<file path="src/hw/pieb_pkg.sv">
// pieb_pkg: register map, field positions and carrier types of the
// peripheral interrupt enable bank.
// assumes: included before the bank, used only as pieb_pkg::name.
package pieb_pkg;

   // -----------------------------------------------------------------
   // register map
   // -----------------------------------------------------------------
   localparam logic [7:0] PIEB_OFS_ENABLE = 8'h8c;
   localparam logic [7:0] PIEB_OFS_STATUS = 8'h8d;
   localparam logic [7:0] PIEB_OFS_MASK   = 8'h8e;

   // -----------------------------------------------------------------
   // field positions
   // -----------------------------------------------------------------
   localparam int PIEB_BIT_MEM_WRITE_DONE = 7;
   localparam int PIEB_BIT_COMPARATOR     = 6;
   localparam int PIEB_BIT_SERIAL_RX      = 5;
   localparam int PIEB_BIT_SERIAL_TX      = 4;
   localparam int PIEB_BIT_UNUSED         = 3;
   localparam int PIEB_BIT_CAPCOMP        = 2;
   localparam int PIEB_BIT_PERIOD_MATCH   = 1;
   localparam int PIEB_BIT_OVERFLOW       = 0;

   // -----------------------------------------------------------------
   // reset values and implemented bits
   // -----------------------------------------------------------------
   localparam logic [7:0] PIEB_RST_ENABLE = 8'h00;
   localparam logic [7:0] PIEB_RST_STATUS = 8'h00;
   localparam logic [7:0] PIEB_RST_MASK   = 8'h00;
   localparam logic [7:0] PIEB_RST_DATA   = 8'h00;
   localparam logic [7:0] PIEB_IMPL_BITS  = 8'hf7;

   // -----------------------------------------------------------------
   // carriers
   // -----------------------------------------------------------------
   typedef struct packed {
      logic [7:0] addr;
      logic [7:0] wdata;
      logic       wr;
      logic       rd;
   } pieb_bus_req_s;

   typedef struct packed {
      logic [7:0] enable;
      logic [7:0] status;
      logic [7:0] mask;
      logic [7:0] flag_prev;
      logic [7:0] rdata;
   } pieb_state_s;

endpackage

</file>
<file path="src/hw/pieb_bank.sv">
// pieb_bank: peripheral interrupt enable register, per-source request
// gating, sticky event status with mask and two interrupt lines (periph_irq_req, event_irq).
// assumes: flags and strobes come from logic on clk_sys; the flag
// register itself and the peripherals live outside.
//
// Local design decision: the plain strobed port.
`timescale 1ns/1ps

module pieb_bank (
   input  wire logic                  clk_sys,
   input  wire logic                  reset_n,
   input  wire logic                  clk_en,
   input  wire pieb_pkg::pieb_bus_req_s bus_req,
   output logic [7:0]                 bus_rdata,
   input  wire logic                  mem_write_done_flag,
   input  wire logic                  comparator_change_flag,
   input  wire logic                  rx_buf_full,
   input  wire logic                  serial_tx_flag,
   input  wire logic                  capcomp_flag,
   input  wire logic                  period_match_flag,
   input  wire logic                  overflow_timer_flag,
   input  wire logic                  global_irq_en,
   input  wire logic                  periph_irq_en,
   output logic [7:0]                 src_irq_req,
   output logic                       periph_irq_req,
   output logic                       event_irq
);

   // -----------------------------------------------------------------
   // state
   // -----------------------------------------------------------------
   pieb_pkg::pieb_state_s st_r;
   pieb_pkg::pieb_state_s st_nxt;
   logic [7:0]            flags;
   logic [7:0]            rise;
   logic [7:0]            w1c;
   logic                  serial_rx_flag;

   // -----------------------------------------------------------------
   // flag gathering
   // -----------------------------------------------------------------
   assign serial_rx_flag = rx_buf_full;

   always_comb begin
      flags = 8'h00;
      flags[pieb_pkg::PIEB_BIT_MEM_WRITE_DONE] = mem_write_done_flag;
      flags[pieb_pkg::PIEB_BIT_COMPARATOR]     = comparator_change_flag;
      flags[pieb_pkg::PIEB_BIT_SERIAL_RX]      = serial_rx_flag;
      flags[pieb_pkg::PIEB_BIT_SERIAL_TX]      = serial_tx_flag;
      flags[pieb_pkg::PIEB_BIT_CAPCOMP]        = capcomp_flag;
      flags[pieb_pkg::PIEB_BIT_PERIOD_MATCH]   = period_match_flag;
      flags[pieb_pkg::PIEB_BIT_OVERFLOW]       = overflow_timer_flag;
   end

   // -----------------------------------------------------------------
   // request gating
   // -----------------------------------------------------------------
   // each source request is flag and enable; bit 3 enable is always zero
   assign src_irq_req    = flags & st_r.enable;
   assign periph_irq_req = global_irq_en & periph_irq_en & (|src_irq_req);
   assign event_irq      = |(st_r.status & st_r.mask);
   assign bus_rdata      = st_r.rdata;

   // events are taken from flag edges whatever the enables hold
   assign rise = flags & ~st_r.flag_prev & pieb_pkg::PIEB_IMPL_BITS;

   // -----------------------------------------------------------------
   // next state
   // -----------------------------------------------------------------
   always_comb begin
      st_nxt = st_r;
      w1c    = 8'h00;
      st_nxt.flag_prev = flags;
      st_nxt.rdata     = pieb_pkg::PIEB_RST_DATA;
      if (bus_req.wr) begin
         unique case (bus_req.addr)
            pieb_pkg::PIEB_OFS_ENABLE: begin
               st_nxt.enable = bus_req.wdata & pieb_pkg::PIEB_IMPL_BITS;
            end
            pieb_pkg::PIEB_OFS_STATUS: begin
               w1c = bus_req.wdata;
            end
            pieb_pkg::PIEB_OFS_MASK: begin
               st_nxt.mask = bus_req.wdata & pieb_pkg::PIEB_IMPL_BITS;
            end
            default: begin
               st_nxt.enable = st_r.enable;
            end
         endcase
      end
      // set wins over a clear in the same cycle
      st_nxt.status = ((st_r.status & ~w1c) | rise) & pieb_pkg::PIEB_IMPL_BITS;
      if (bus_req.rd) begin
         unique case (bus_req.addr)
            pieb_pkg::PIEB_OFS_ENABLE: begin
               st_nxt.rdata = st_r.enable & pieb_pkg::PIEB_IMPL_BITS;
            end
            pieb_pkg::PIEB_OFS_STATUS: begin
               st_nxt.rdata = st_r.status;
            end
            pieb_pkg::PIEB_OFS_MASK: begin
               st_nxt.rdata = st_r.mask;
            end
            default: begin
               st_nxt.rdata = pieb_pkg::PIEB_RST_DATA;
            end
         endcase
      end
   end

   // -----------------------------------------------------------------
   // registers
   // -----------------------------------------------------------------
   always_ff @(posedge clk_sys or negedge reset_n) begin
      if (!reset_n) begin
         st_r.enable    <= pieb_pkg::PIEB_RST_ENABLE;
         st_r.status    <= pieb_pkg::PIEB_RST_STATUS;
         st_r.mask      <= pieb_pkg::PIEB_RST_MASK;
         st_r.flag_prev <= pieb_pkg::PIEB_RST_DATA;
         st_r.rdata     <= pieb_pkg::PIEB_RST_DATA;
      end else if (clk_en) begin
         st_r <= st_nxt;
      end
   end

endmodule

</file>
<file path="config.mk">
export PLATFORM = sky130hd
export DESIGN_NAME = pieb_bank
export DESIGN_NICKNAME = d
export VERILOG_FILES = /design/src/hw/pieb_pkg.sv /design/src/hw/pieb_bank.sv
export SDC_FILE = /design/constraint.sdc
export NUM_CORES = 1
export LEC_CHECK = 0
export BUFFER_PORTS_ARGS = -buffer_cell sky130_fd_sc_hd__buf_2
export CORE_MARGIN = 2
export CORE_UTILIZATION = 55
export CTS_CLUSTER_DIAMETER = 30
export DETAILED_ROUTE_END_ITERATION = 10
export PLACE_DENSITY = 0.83
export SLEW_MARGIN = 20
export SYNTH_ARGS = -nofsm -noshare
export SYNTH_HDL_FRONTEND = slang
export SYNTH_SLANG_ARGS = --single-unit
</file>
<file path="constraint.sdc">
create_clock -name clk_sys -period 2.56 [get_ports clk_sys]
set_input_delay 0.256 -clock clk_sys [delete_from_list [all_inputs] [get_ports clk_sys]]
set_output_delay 0.256 -clock clk_sys [all_outputs]
set_load 0.01 [all_outputs]
</file>
==> summary.md, run 1 <==
| Metric | Value |
|---|---|
| Status | completed |
| P_leak | 0.9935 nW |
| Unrepaired setup endpoints after global routing | no |
| Post-route ant nets | 0 |
| Largest family of logic cells by synthesized area | compound AO/OA/AOI/OAI gates |
| Simple-Gate Fraction of Synth Area | 0.1266 |
| First-pass GRT wire length | 5865 um |
| CTS Buf Count | 5 |
| Final HPWL DP | 2618 um |
| CTS H-Tree Depth | 2 |
| P per Cell Area | 503.6 nW/um^2 |
| Worst reg2reg path startpoint | st_r[26] |
| Final worst slack | 0.8349 ns |
| Post-CTS Setup Bufs | 0 |
| Drt first pass iters | 4 |
| Worst min path class | in -> reg |
| MaxCap Viol Count | 0 |
| DRC marker count from the first detailed-route iteration | 62 |
| CTS tree | yes |
| Non-filler cells, final | 237 |
| Min Tclk post-route | 1.725 ns |
| N_diodes | 0 |
| TNS Setup | 0 ns |
| Placed cell areas | 1916 um^2 |
| Worst endpoint required time | 2.30 ns |
| Synth top area cells | dfrtp_1, mux2_2, a32o_1 |
| CTS Root Buffer Type | clkbuf_4 |
| Crit path kind | reg -> out |
| CTS sink count | 35 |
| Reg clk slew, reported paths | 0.10 ns |
| Number of cell rows | 20 |
| Area grow syn2layout | 13.96% |
| Period Utilization, post-route | 0.6739 |
| CP arrival | 1.47 ns |
| WHS Endpoint | st_r[12] |
| XOR/XNOR share of the synthesized area | 0 |
| Crit. End Element | output port |
| Vias per inst | 5.532 |
| Worst skew pair latency | 0.35 ns |
| VDD IR max | 248.5 uV |
| Via count | 1,311 |
| Slew Viols, Final | 0 |
| Initial antenna violation count | 0 |
| Most frequent cell after synthesis | dfrtp_1 |
| Core Region | 3028 um^2 |
| Final Util | 0.6545 |
| R2R Path End | bus_rdata[2] |
| Post-synth top area share | 0.5036 |
| Post-synthesis mux area share | 0.1309 |
| Post-synth top area cell | dfrtp_1 |
| Synth unique cells | 29 |
| Share of layout cells above drive strength 1 | 0.3523 |
| Post-Syn Instances | 156 |
| Hold Vio Cnt, Final | 0 |
| Gr ovfl total | 0 |
| Largest net degree at the start of global routing | 36 |
| Main synth FF type | dfrtp_1 |
| Rel. slew slack | 0.5049 |
| Worst slew pin tran | 0.7426 ns |
| Compound-Gate Fraction of Synth Area | 0.1388 |
| DR WL/cell | 14.86 um |
| Worst Hold Depth | 3 |
| Synthesized area | 1739 um^2 |
| CP Max Fanout | 3 |
| Synthesized flop and latch total | 35 |
| Hold_sp | serial_tx_flag |
| Vias in the first global route | 1,359 |
| Layout fillers | 252 |
| Worst reg-to-reg path cell count | 3 |
| Drc violations | 0 |
| CTS resizes | 0 |
| Worst hold margin | 0.1270 ns |
| Final Power | 0.9981 mW |
| GRT Util Overall | 0.2255 |
| R2R setup slack | 1.56 ns |
| Final Skew | 0.01007 ns |
| Die Ht | 60.23 um |
| Maximum clock insertion buffer count | 2 |
| Gpl congestion | 0.8377 |
| Pre-CTS setup slack | 0.8098 ns |
| Die width | 60.23 um |
| Worst Setup Start Kind | flop |
| Starting Density | 0.5744 |
| Final Cell Area | 1982 um^2 |
| Buffers on Ports | 44 |
| Nets | 223 |
| Register area share after synthesis | 0.5036 |
| Syn avg cell area | 11.15 um^2 |
| Number of synthesized flops with an enable pin | 0 |
| # IOs | 48 |
| Die ar. | 3628 um^2 |
| Adder-Cell Fraction of Synth Area | 0 |
| Yosys Warn Count | 0 |
| WL final | 3521 um |
| Fmax | 579.7 MHz |
| Final setup fails | 0 |
| Commonest cells in the netlist | dfrtp_1, inv_1, mux2_2 |
| Async set-reset flop share out of synthesis | 1.000 |
| Placed Instances | 229 |
==> per-layer routing <==
| layer | vias to the layer above | GRT usage | wire length [um] |
|---|---|---|---|
| li1 | 631 | - | - |
| met3 | 7 | 0.05195 | 214 |
| met5 | - | 0 | 0 |
| met2 | 51 | 0.3866 | 1742 |
| met4 | 0 | 0.1238 | 74 |
| met1 | 622 | 0.2569 | 1489 |
==> cell families after synthesis <==
logic type,after synthesis
flip-flops,35
other,1
AO/OA/AOI/OAI,32
AND/OR/NAND/NOR,35
multiplexers,21
buffers and inverters,32
==> what timing repair did <==
| item | CTS | global route |
|---|---|---|
| hold buffers | 1 | 0 |
| hold endpoints to repair | 28 | 0 |
| endpoints found under the setup margin | 0 | 0 |
==> power breakdown <==
part / switching, mW / total, mW / internal (mW)
Combinational: 0.0651 / 0.115 / 0.0504
Sequential: 0.00792 / 0.577 / 0.569
Clock: 0.179 / 0.306 / 0.127
Total: 0.252 / 0.998 / 0.746
==> critical path: stages, from the launching register on <==
cell and delay [ns]:
dfrtp_1 0.40, and2_1 0.19, nor3_1 0.26, a31oi_1 0.12
buf_2 0.15
==> cell type report <==
type                            instances  area (um^2)  share of cell area
Timing Repair Buffer                   47        245.2              0.1237
Sequential cell                        35        875.8              0.4419
Inverter                               14        52.55             0.02652
Tap cell                               44        55.05             0.02778
Clock buffer                            6        51.30             0.02588
Clock inverter                          1        5.005            0.002525
Multi-Input combinational cell         90        696.9              0.3516
==> flip-flops by register name, indices dropped and copies added (netlist names) <==
name / cells
st_r: 28
bus_rdata: 7
==> how the worst max path moves through the flow <==
| stage | from | to | slack [ns] | depth (start not counted) |
|---|---|---|---|---|
| after floorplan | bus_req[15] | st_r[16] | 1.05 | 4 |
| after global placement | bus_req[13] | st_r[34] | 0.81 | 4 |
| after detailed placement | bus_req[13] | st_r[37] | 0.81 | 4 |
| after CTS | st_r[30] | event_irq | 0.82 | 3 |
| after global routing | st_r[39] | periph_irq_req | 0.78 | 4 |
| final | st_r[39] | periph_irq_req | 0.83 | 4 |
==> cells in the final DEF, fill, tap and decap left out, types with 5 or more instances in the layout <==
cell type and instances:
dfrtp_1 35, and2_1 7, mux2i_1 7, a32o_1 7, a2bb2oi_1 7, o22ai_1 7, clkbuf_4 5, nand4_1 8
mux2_2 14, inv_1 14, nand2_1 9, buf_2 44, o21ai_0 7
(Power assumes the default switching activity.)
==> run 2, diff against run 1 <==
- CORE_UTILIZATION: 55 -> 46
- PLACE_DENSITY: 0.83 -> 0.74
- clock period: 2.56 -> 1.45 ns (I/O delays scaled with it)
==> run 2 against run 1 <==
  * The run now ends with negative setup slack left
  * Die area grew 18%
  * Sequential power is 77% higher
  * Sequential cell count is the same
  * Wire length is 15% higher
  * Via count up 7.2%
  * Global-route usage is 1.7 points lower
  * Final area up 6.8%
  * Sequential share of layout area shrank 2.8 points
  * Setup slack got worse by 0.91 ns
  * Power up 87%
  * Largest cell class unchanged
==> summary.md, run 2 (synthesis results as in run 1) <==
| Metric | Value |
|---|---|
| Status | finished, violations left |
| Failing checks | negative setup slack |
| N_diodes | 0 (unchanged) |
| Pre-CTS setup slack | -0.1101 ns (-0.9199 ns) |
| CP Max Fanout | 2 (-1) |
| Hold Vio Cnt, Final | 0 (unchanged) |
| Gpl congestion | 0.7820 (-6.6%) |
| Area grow syn2layout | 21.65% |
| Fmax | 657.7 MHz |
| CTS Buf Count | 5 (unchanged) |
| Worst endpoint required time | 1.31 ns (-0.99 ns) |
| CTS tree | yes |
| Die width | 65.49 um (+8.7%) |
| Largest net degree at the start of global routing | 36 (unchanged) |
| P per Cell Area | 883.4 nW/um^2 (+75%) |
| Most common cell after layout, fill and taps aside | buf_2 |
| Final Util | 0.5779 (-0.07662) |
| Starting Density | 0.4751 (-0.09933) |
| Crit. End Element | output port |
| Min Tclk post-route | 1.521 ns |
| Final worst slack | -0.07055 ns (-0.9054 ns) |
| Share of layout cells above drive strength 1 | 0.4098 (+0.05742) |
| Critical path's slowest cell | a222oi_1 |
| DR WL/cell | 16.05 um (+8.0%) |
| Buffers on Ports | 44 (unchanged) |
| Worst path cell trace | a222oi_1 -> nand3_1 -> buf_2 |
| DRC marker count from the first detailed-route iteration | 70 (+13%) |
| Non-filler cells, final | 253 (+6.8%) |
| Nets | 236 (+5.8%) |
| Maximum clock insertion buffer count | 2 (unchanged) |
| Placed cell areas | 1996 um^2 (+4.2%) |
| MaxCap Viol Count | 0 (unchanged) |
| Final Cell Area | 2116 um^2 (+6.8%) |
| Drc violations | 0 (unchanged) |
| Die ar. | 4289 um^2 (+18%) |
| CTS H-Tree Depth | 2 (unchanged) |
| GR met2 Demand/Resource | 0.3278 (-0.05884) |
| Worst skew pair latency | 0.28 ns (-0.07 ns) |
| Worst Setup Start Kind | flop |
| Die Ht | 65.49 um (+8.7%) |
| Period Utilization, post-route | 1.049 |
| Gr ovfl total | 0 (unchanged) |
| Via count | 1,405 (+7.2%) |
| CP top delay family | compound AO/OA/AOI/OAI gates |
| Final setup fails | 1 (+1) |
| Largest register FFs | 28 (unchanged) |
| GR Layer Usage met3 | 0.05822 (+0.006271) |
| Reg clk slew, reported paths | 0.06 ns (-0.04 ns) |
| Commonest non-fill, non-tap cells in the layout | buf_2, dfrtp_1, buf_4 |
| Slew Viols, Final | 0 (unchanged) |
| GRT Util Overall | 0.2090 (-0.01654) |
| Vias in the first global route | 1,401 (+3.1%) |
| CTS sink count | 35 (unchanged) |
| P_leak | 1.069 nW (+7.6%) |
| Crit path largest cell delay | 0.44 ns (+0.04 ns) |
| Number of cell rows | 22 (+10%) |
| Vias per inst | 5.553 (+0.39%) |
| Final Skew | 0.002797 ns (-0.007270 ns) |
| # IOs | 48 (unchanged) |
| Worst min path class | in -> reg |
| Final Power | 1.869 mW (+87%) |
| Drt first pass iters | 5 (+1) |
| CP arrival | 1.38 ns (-0.09 ns) |
| VDD IR max | 553.1 uV (+120%) |
| Final HPWL DP | 3090 um (+18%) |
| Post-route ant nets | 0 (unchanged) |
| GR Util met1 | 0.2814 (+0.02448) |
| Crit path kind | reg -> out |
| Layer with the highest usage | met2 |
| Placed Instances | 243 (+6.1%) |
| First-pass GRT wire length | 6603 um (+13%) |
| Biggest register | st_r |
| WL final | 4061 um (+15%) |
| Unrepaired setup endpoints after global routing | yes |
| Critical path buffers and inverters | 1 (unchanged) |
| Core Region | 3661 um^2 (+21%) |
| CTS Root Buffer Type | clkbuf_8 |
| Initial antenna violation count | 0 (unchanged) |
## run 2: cell types whose count changed in the layout (fill, tap and decap cells not counted), sizes merged
cell    delta
clkinv     -1
buf       +13
## run 2: worst paths after layout
path / start / end / slack [ns] / cells past startpoint
max: st_r[22] / event_irq / -0.07 / 3
min: capcomp_flag / st_r[10] / 0.10 / 3
max reg2reg: st_r[29] / bus_rdata[5] / 0.35 / 4
min reg2reg: bus_rdata[4] / bus_rdata[4] / 0.52 / 2
max in group asynchronous: reset_n / st_r[16] / 0.71 / 3
min in group asynchronous: reset_n / st_r[10] / 0.43 / 3
## run 2: power by group
part	leakage (nW)	internal (mW)	switching (mW)	total (mW)
registers	0.439	1.01	0.0163	1.02
clock network	0.0371	0.319	0.309	0.628
logic	0.593	0.0981	0.120	0.218
## run 2: worst reg2reg max path, stage by stage, from the launching register on
cell	delay, ns
dfrtp_1	0.39
buf_4	0.14
mux2i_1	0.13
a2bb2oi_1	0.21
o22ai_1	0.09
## run 2: metrics by stage
stage / TNS [ns] / hold WS (ns)
5_1_grt: -0.1389 / 0.1054
3_5_place_dp: -1.033 / 0.2079
6_report: -0.07055 / 0.1022
4_1_cts: -0.08129 / 0.09366
2_1_floorplan: 0 / -0.1506
3_3_place_gp: -0.1182 / 0.1928
## run 2: per-layer routing
layer	part of all wire	wire (um)	up-vias
li1	-	-	653
met1	0.45	1832	687
met2	0.47	1911	55
met3	0.061	246	10
met4	0.017	70	0
met5	0	0	-
## run 2: final cells by class
type                            count  area (um^2)
Timing Repair Buffer               60        342.8
Multi-Input combinational cell     90        711.9
Sequential cell                    35        875.8
Fill cell                         325         1545
Clock buffer                        6        72.57
Inverter                           14        52.55
Tap cell                           48        60.06
## run 2: what timing repair did
action,CTS,global route
endpoints found under the setup margin,2,2
hold buffers,1,0
hold endpoints to repair,35,0
resized for setup,1,4
buffers inserted,3,0
pin swaps,2,4
==> run 3, diff against run 2 <==
==> constraint.sdc (replaced) <==
create_clock -name clk_sys -period 1.45 [get_ports clk_sys]
set_input_delay 0.3625 -clock clk_sys [delete_from_list [all_inputs] [get_ports clk_sys]]
set_output_delay 0.3625 -clock clk_sys [all_outputs]
set_load 0.01 [all_outputs]
==> run 3 against run 2 <==
  * The flow still finishes with violations (negative setup slack)
  * Final area grew 9.2%
  * Final cell count grew 5.1%
  * Sequential power is essentially flat
  * Register-to-register slack lost 0.07 ns
  * Critical path depth is the same
  * Clock skew shrank 0.0016 ns
  * Combinational power grew 14%
  * Non-clock buffer count grew 11
  * First-iteration DRC count shrank 14%
  * Sequential share of layout area shrank 3.5 points
  * Global-route usage grew 1.1 points
  * Critical endpoint unchanged
==> summary.md, run 3 (synthesis results as in run 1) <==
| Metric | Value |
|---|---|
| Status | finished, violations left |
| Failing checks | negative setup slack |
| Post-route ant nets | 0 (unchanged) |
| Final Util | 0.6309 (+0.05297) |
| Worst reg-to-reg path cell count | 5 (+1) |
| MaxCap Viol Count | 0 (unchanged) |
| Worst endpoint required time | 1.09 ns (-0.22 ns) |
| Largest net degree at the start of global routing | 36 (unchanged) |
| R2R Path End | bus_rdata[7] |
| VDD IR max | 577.2 uV (+4.4%) |
| Final HPWL DP | 3124 um (+1.1%) |
| WL final | 4209 um (+3.6%) |
| Gpl congestion | 0.8059 (+3.1%) |
| Drc violations | 0 (unchanged) |
| Worst hold margin | 0.09242 ns (-0.009782 ns) |
| Final Skew | 0.001148 ns (-0.001649 ns) |
| Worst path cell trace | a222oi_1 -> nand3_1 -> buf_2 |
| Share of layout cells above drive strength 1 | 0.4450 (+0.03520) |
| Biggest register | st_r |
| Maximum clock insertion buffer count | 2 (unchanged) |
| Unrepaired setup endpoints after global routing | yes |
| N_diodes | 0 (unchanged) |
| Fmax | 598.0 MHz (-9.1%) |
| Crit. Startpoint | st_r[22] |
| Non-filler cells, final | 266 (+5.1%) |
| Initial antenna violation count | 0 (unchanged) |
| Crit. End Element | output port |
| CP arrival | 1.31 ns (-0.07 ns) |
| Final Cell Area | 2310 um^2 (+9.2%) |
| Crit path largest cell delay | 0.37 ns (-0.07 ns) |
| Vias in the first global route | 1,459 (+4.1%) |
| P per Cell Area | 886.5 nW/um^2 (+0.34%) |
| Placed cell areas | 2153 um^2 (+7.9%) |
| Crit path kind | reg -> out |
| CTS H-Tree Depth | 2 (unchanged) |
| Die ar. | 4289 um^2 (unchanged) |
| Core Region | 3661 um^2 (unchanged) |
| CTS tree | yes |
| Period Utilization, post-route | 1.153 (+0.1046) |
| Starting Density | 0.4751 (unchanged) |
| Buffers on Ports | 44 (unchanged) |
| Die Ht | 65.49 um (unchanged) |
| Critical path's slowest cell | dfrtp_1 |
| Hold Buf Count CTS | 0 (-1) |
| Worst reg2reg path startpoint | st_r[39] |
| Min Tclk post-route | 1.672 ns (+0.1516 ns) |
| P_leak | 1.163 nW (+8.8%) |
| Gr ovfl total | 0 (unchanged) |
| Area grow syn2layout | 32.81% |
| Die width | 65.49 um (unchanged) |
| Slew Viols, Final | 0 (unchanged) |
| Drt first pass iters | 4 (-1) |
| DRC marker count from the first detailed-route iteration | 60 (-14%) |
| Worst skew pair latency | 0.29 ns (about the same) |
| Vias per inst | 5.365 (-3.4%) |
| Number of cell rows | 22 (unchanged) |
| CP Max Fanout | 2 (unchanged) |
| CTS sink count | 35 (unchanged) |
| Nets | 247 (+4.7%) |
| Final Power | 2.047 mW (+9.5%) |
| First-pass GRT wire length | 6989 um (+5.8%) |
| Placed Instances | 257 (+5.8%) |
| GRT Util Overall | 0.2201 (+0.01118) |
| # IOs | 48 (unchanged) |
| Hold Vio Cnt, Final | 0 (unchanged) |
| Worst Setup Start Kind | flop |
| CTS Buf Count | 5 (unchanged) |
| Reg clk slew, reported paths | 0.07 ns (about the same) |
| CTS Root Buffer Type | clkbuf_8 |
| DR WL/cell | 15.82 um (-1.4%) |
| Most common cell after layout, fill and taps aside | buf_2 |
| Largest register FFs | 28 (unchanged) |
| Via count | 1,427 (+1.6%) |
| Final setup fails | 2 (+1) |
| R2R setup slack | 0.28 ns (-0.07 ns) |
| Final worst slack | -0.2222 ns (-0.1516 ns) |
| Worst min path class | in -> async |
| Commonest non-fill, non-tap cells in the layout | buf_2, dfrtp_1, buf_4 |
==> run 3: changes by cell type in the layout (fill, tap and decap cells not counted), moves of 2 or more <==
cell,previous run,this run
clkbuf_8,5,7
mux2_4,0,14
buf_6,0,6
buf_2,44,41
mux2_2,14,0
buf_4,15,24
==> run 3: timing repair <==
| action | CTS | global route |
|---|---|---|
| setup buffers | 0 | 3 |
| resized for setup | 5 | 6 |
| pin swaps | 4 | 5 |
| setup endpoints to repair | 5 | 5 |
==> run 3: how the worst max path moves through the flow <==
stage	to	slack (ns)
after floorplan	st_r[16]	-0.15
after global placement	st_r[32]	-0.19
after detailed placement	st_r[18]	-0.23
after CTS	event_irq	-0.24
after global routing	event_irq	-0.29
final	event_irq	-0.22
==> run 3: layer usage <==
metal / share of wire / track usage / vias to the layer above
li1: - / - / 674
met1: 0.44 / 0.2832 / 701
met2: 0.49 / 0.3635 / 46
met3: 0.062 / 0.06336 / 6
met4: 0.011 / 0.05990 / 0
met5: 0 / 0 / -
==> run 3: worst max-delay path: cells and delay by family (launching register included) <==
family                 cells  cell delay [ns]
AO/OA/AOI/OAI              1             0.35
buffers and inverters      1             0.16
flip-flops                 1             0.37
AND/OR/NAND/NOR            1             0.13
==> run 3: final cells by class <==
| cell class | instances | area, um^2 |
|---|---|---|
| Fill cell | 316 | 1351 |
| Sequential cell | 35 | 875.8 |
| Multi-Input combinational cell | 90 | 768.2 |
| Timing Repair Buffer | 71 | 452.9 |
| Clock buffer | 8 | 100.1 |
| Tap cell | 48 | 60.06 |
| Inverter | 14 | 52.55 |
==> run 3: through the flow <==
stage	TNS, ns	setup slack [ns]
2_1_floorplan	-2.116	-0.1512
3_3_place_gp	-2.879	-0.1920
3_5_place_dp	-4.001	-0.2339
4_1_cts	-0.4393	-0.2403
5_1_grt	-0.5684	-0.2909
6_report	-0.4026	-0.2222
==> run 3: power by group <==
part           switching (mW)  internal (mW)  total, mW
combinational           0.129          0.120      0.249
clock                   0.345          0.433      0.778
sequential             0.0148           1.01       1.02
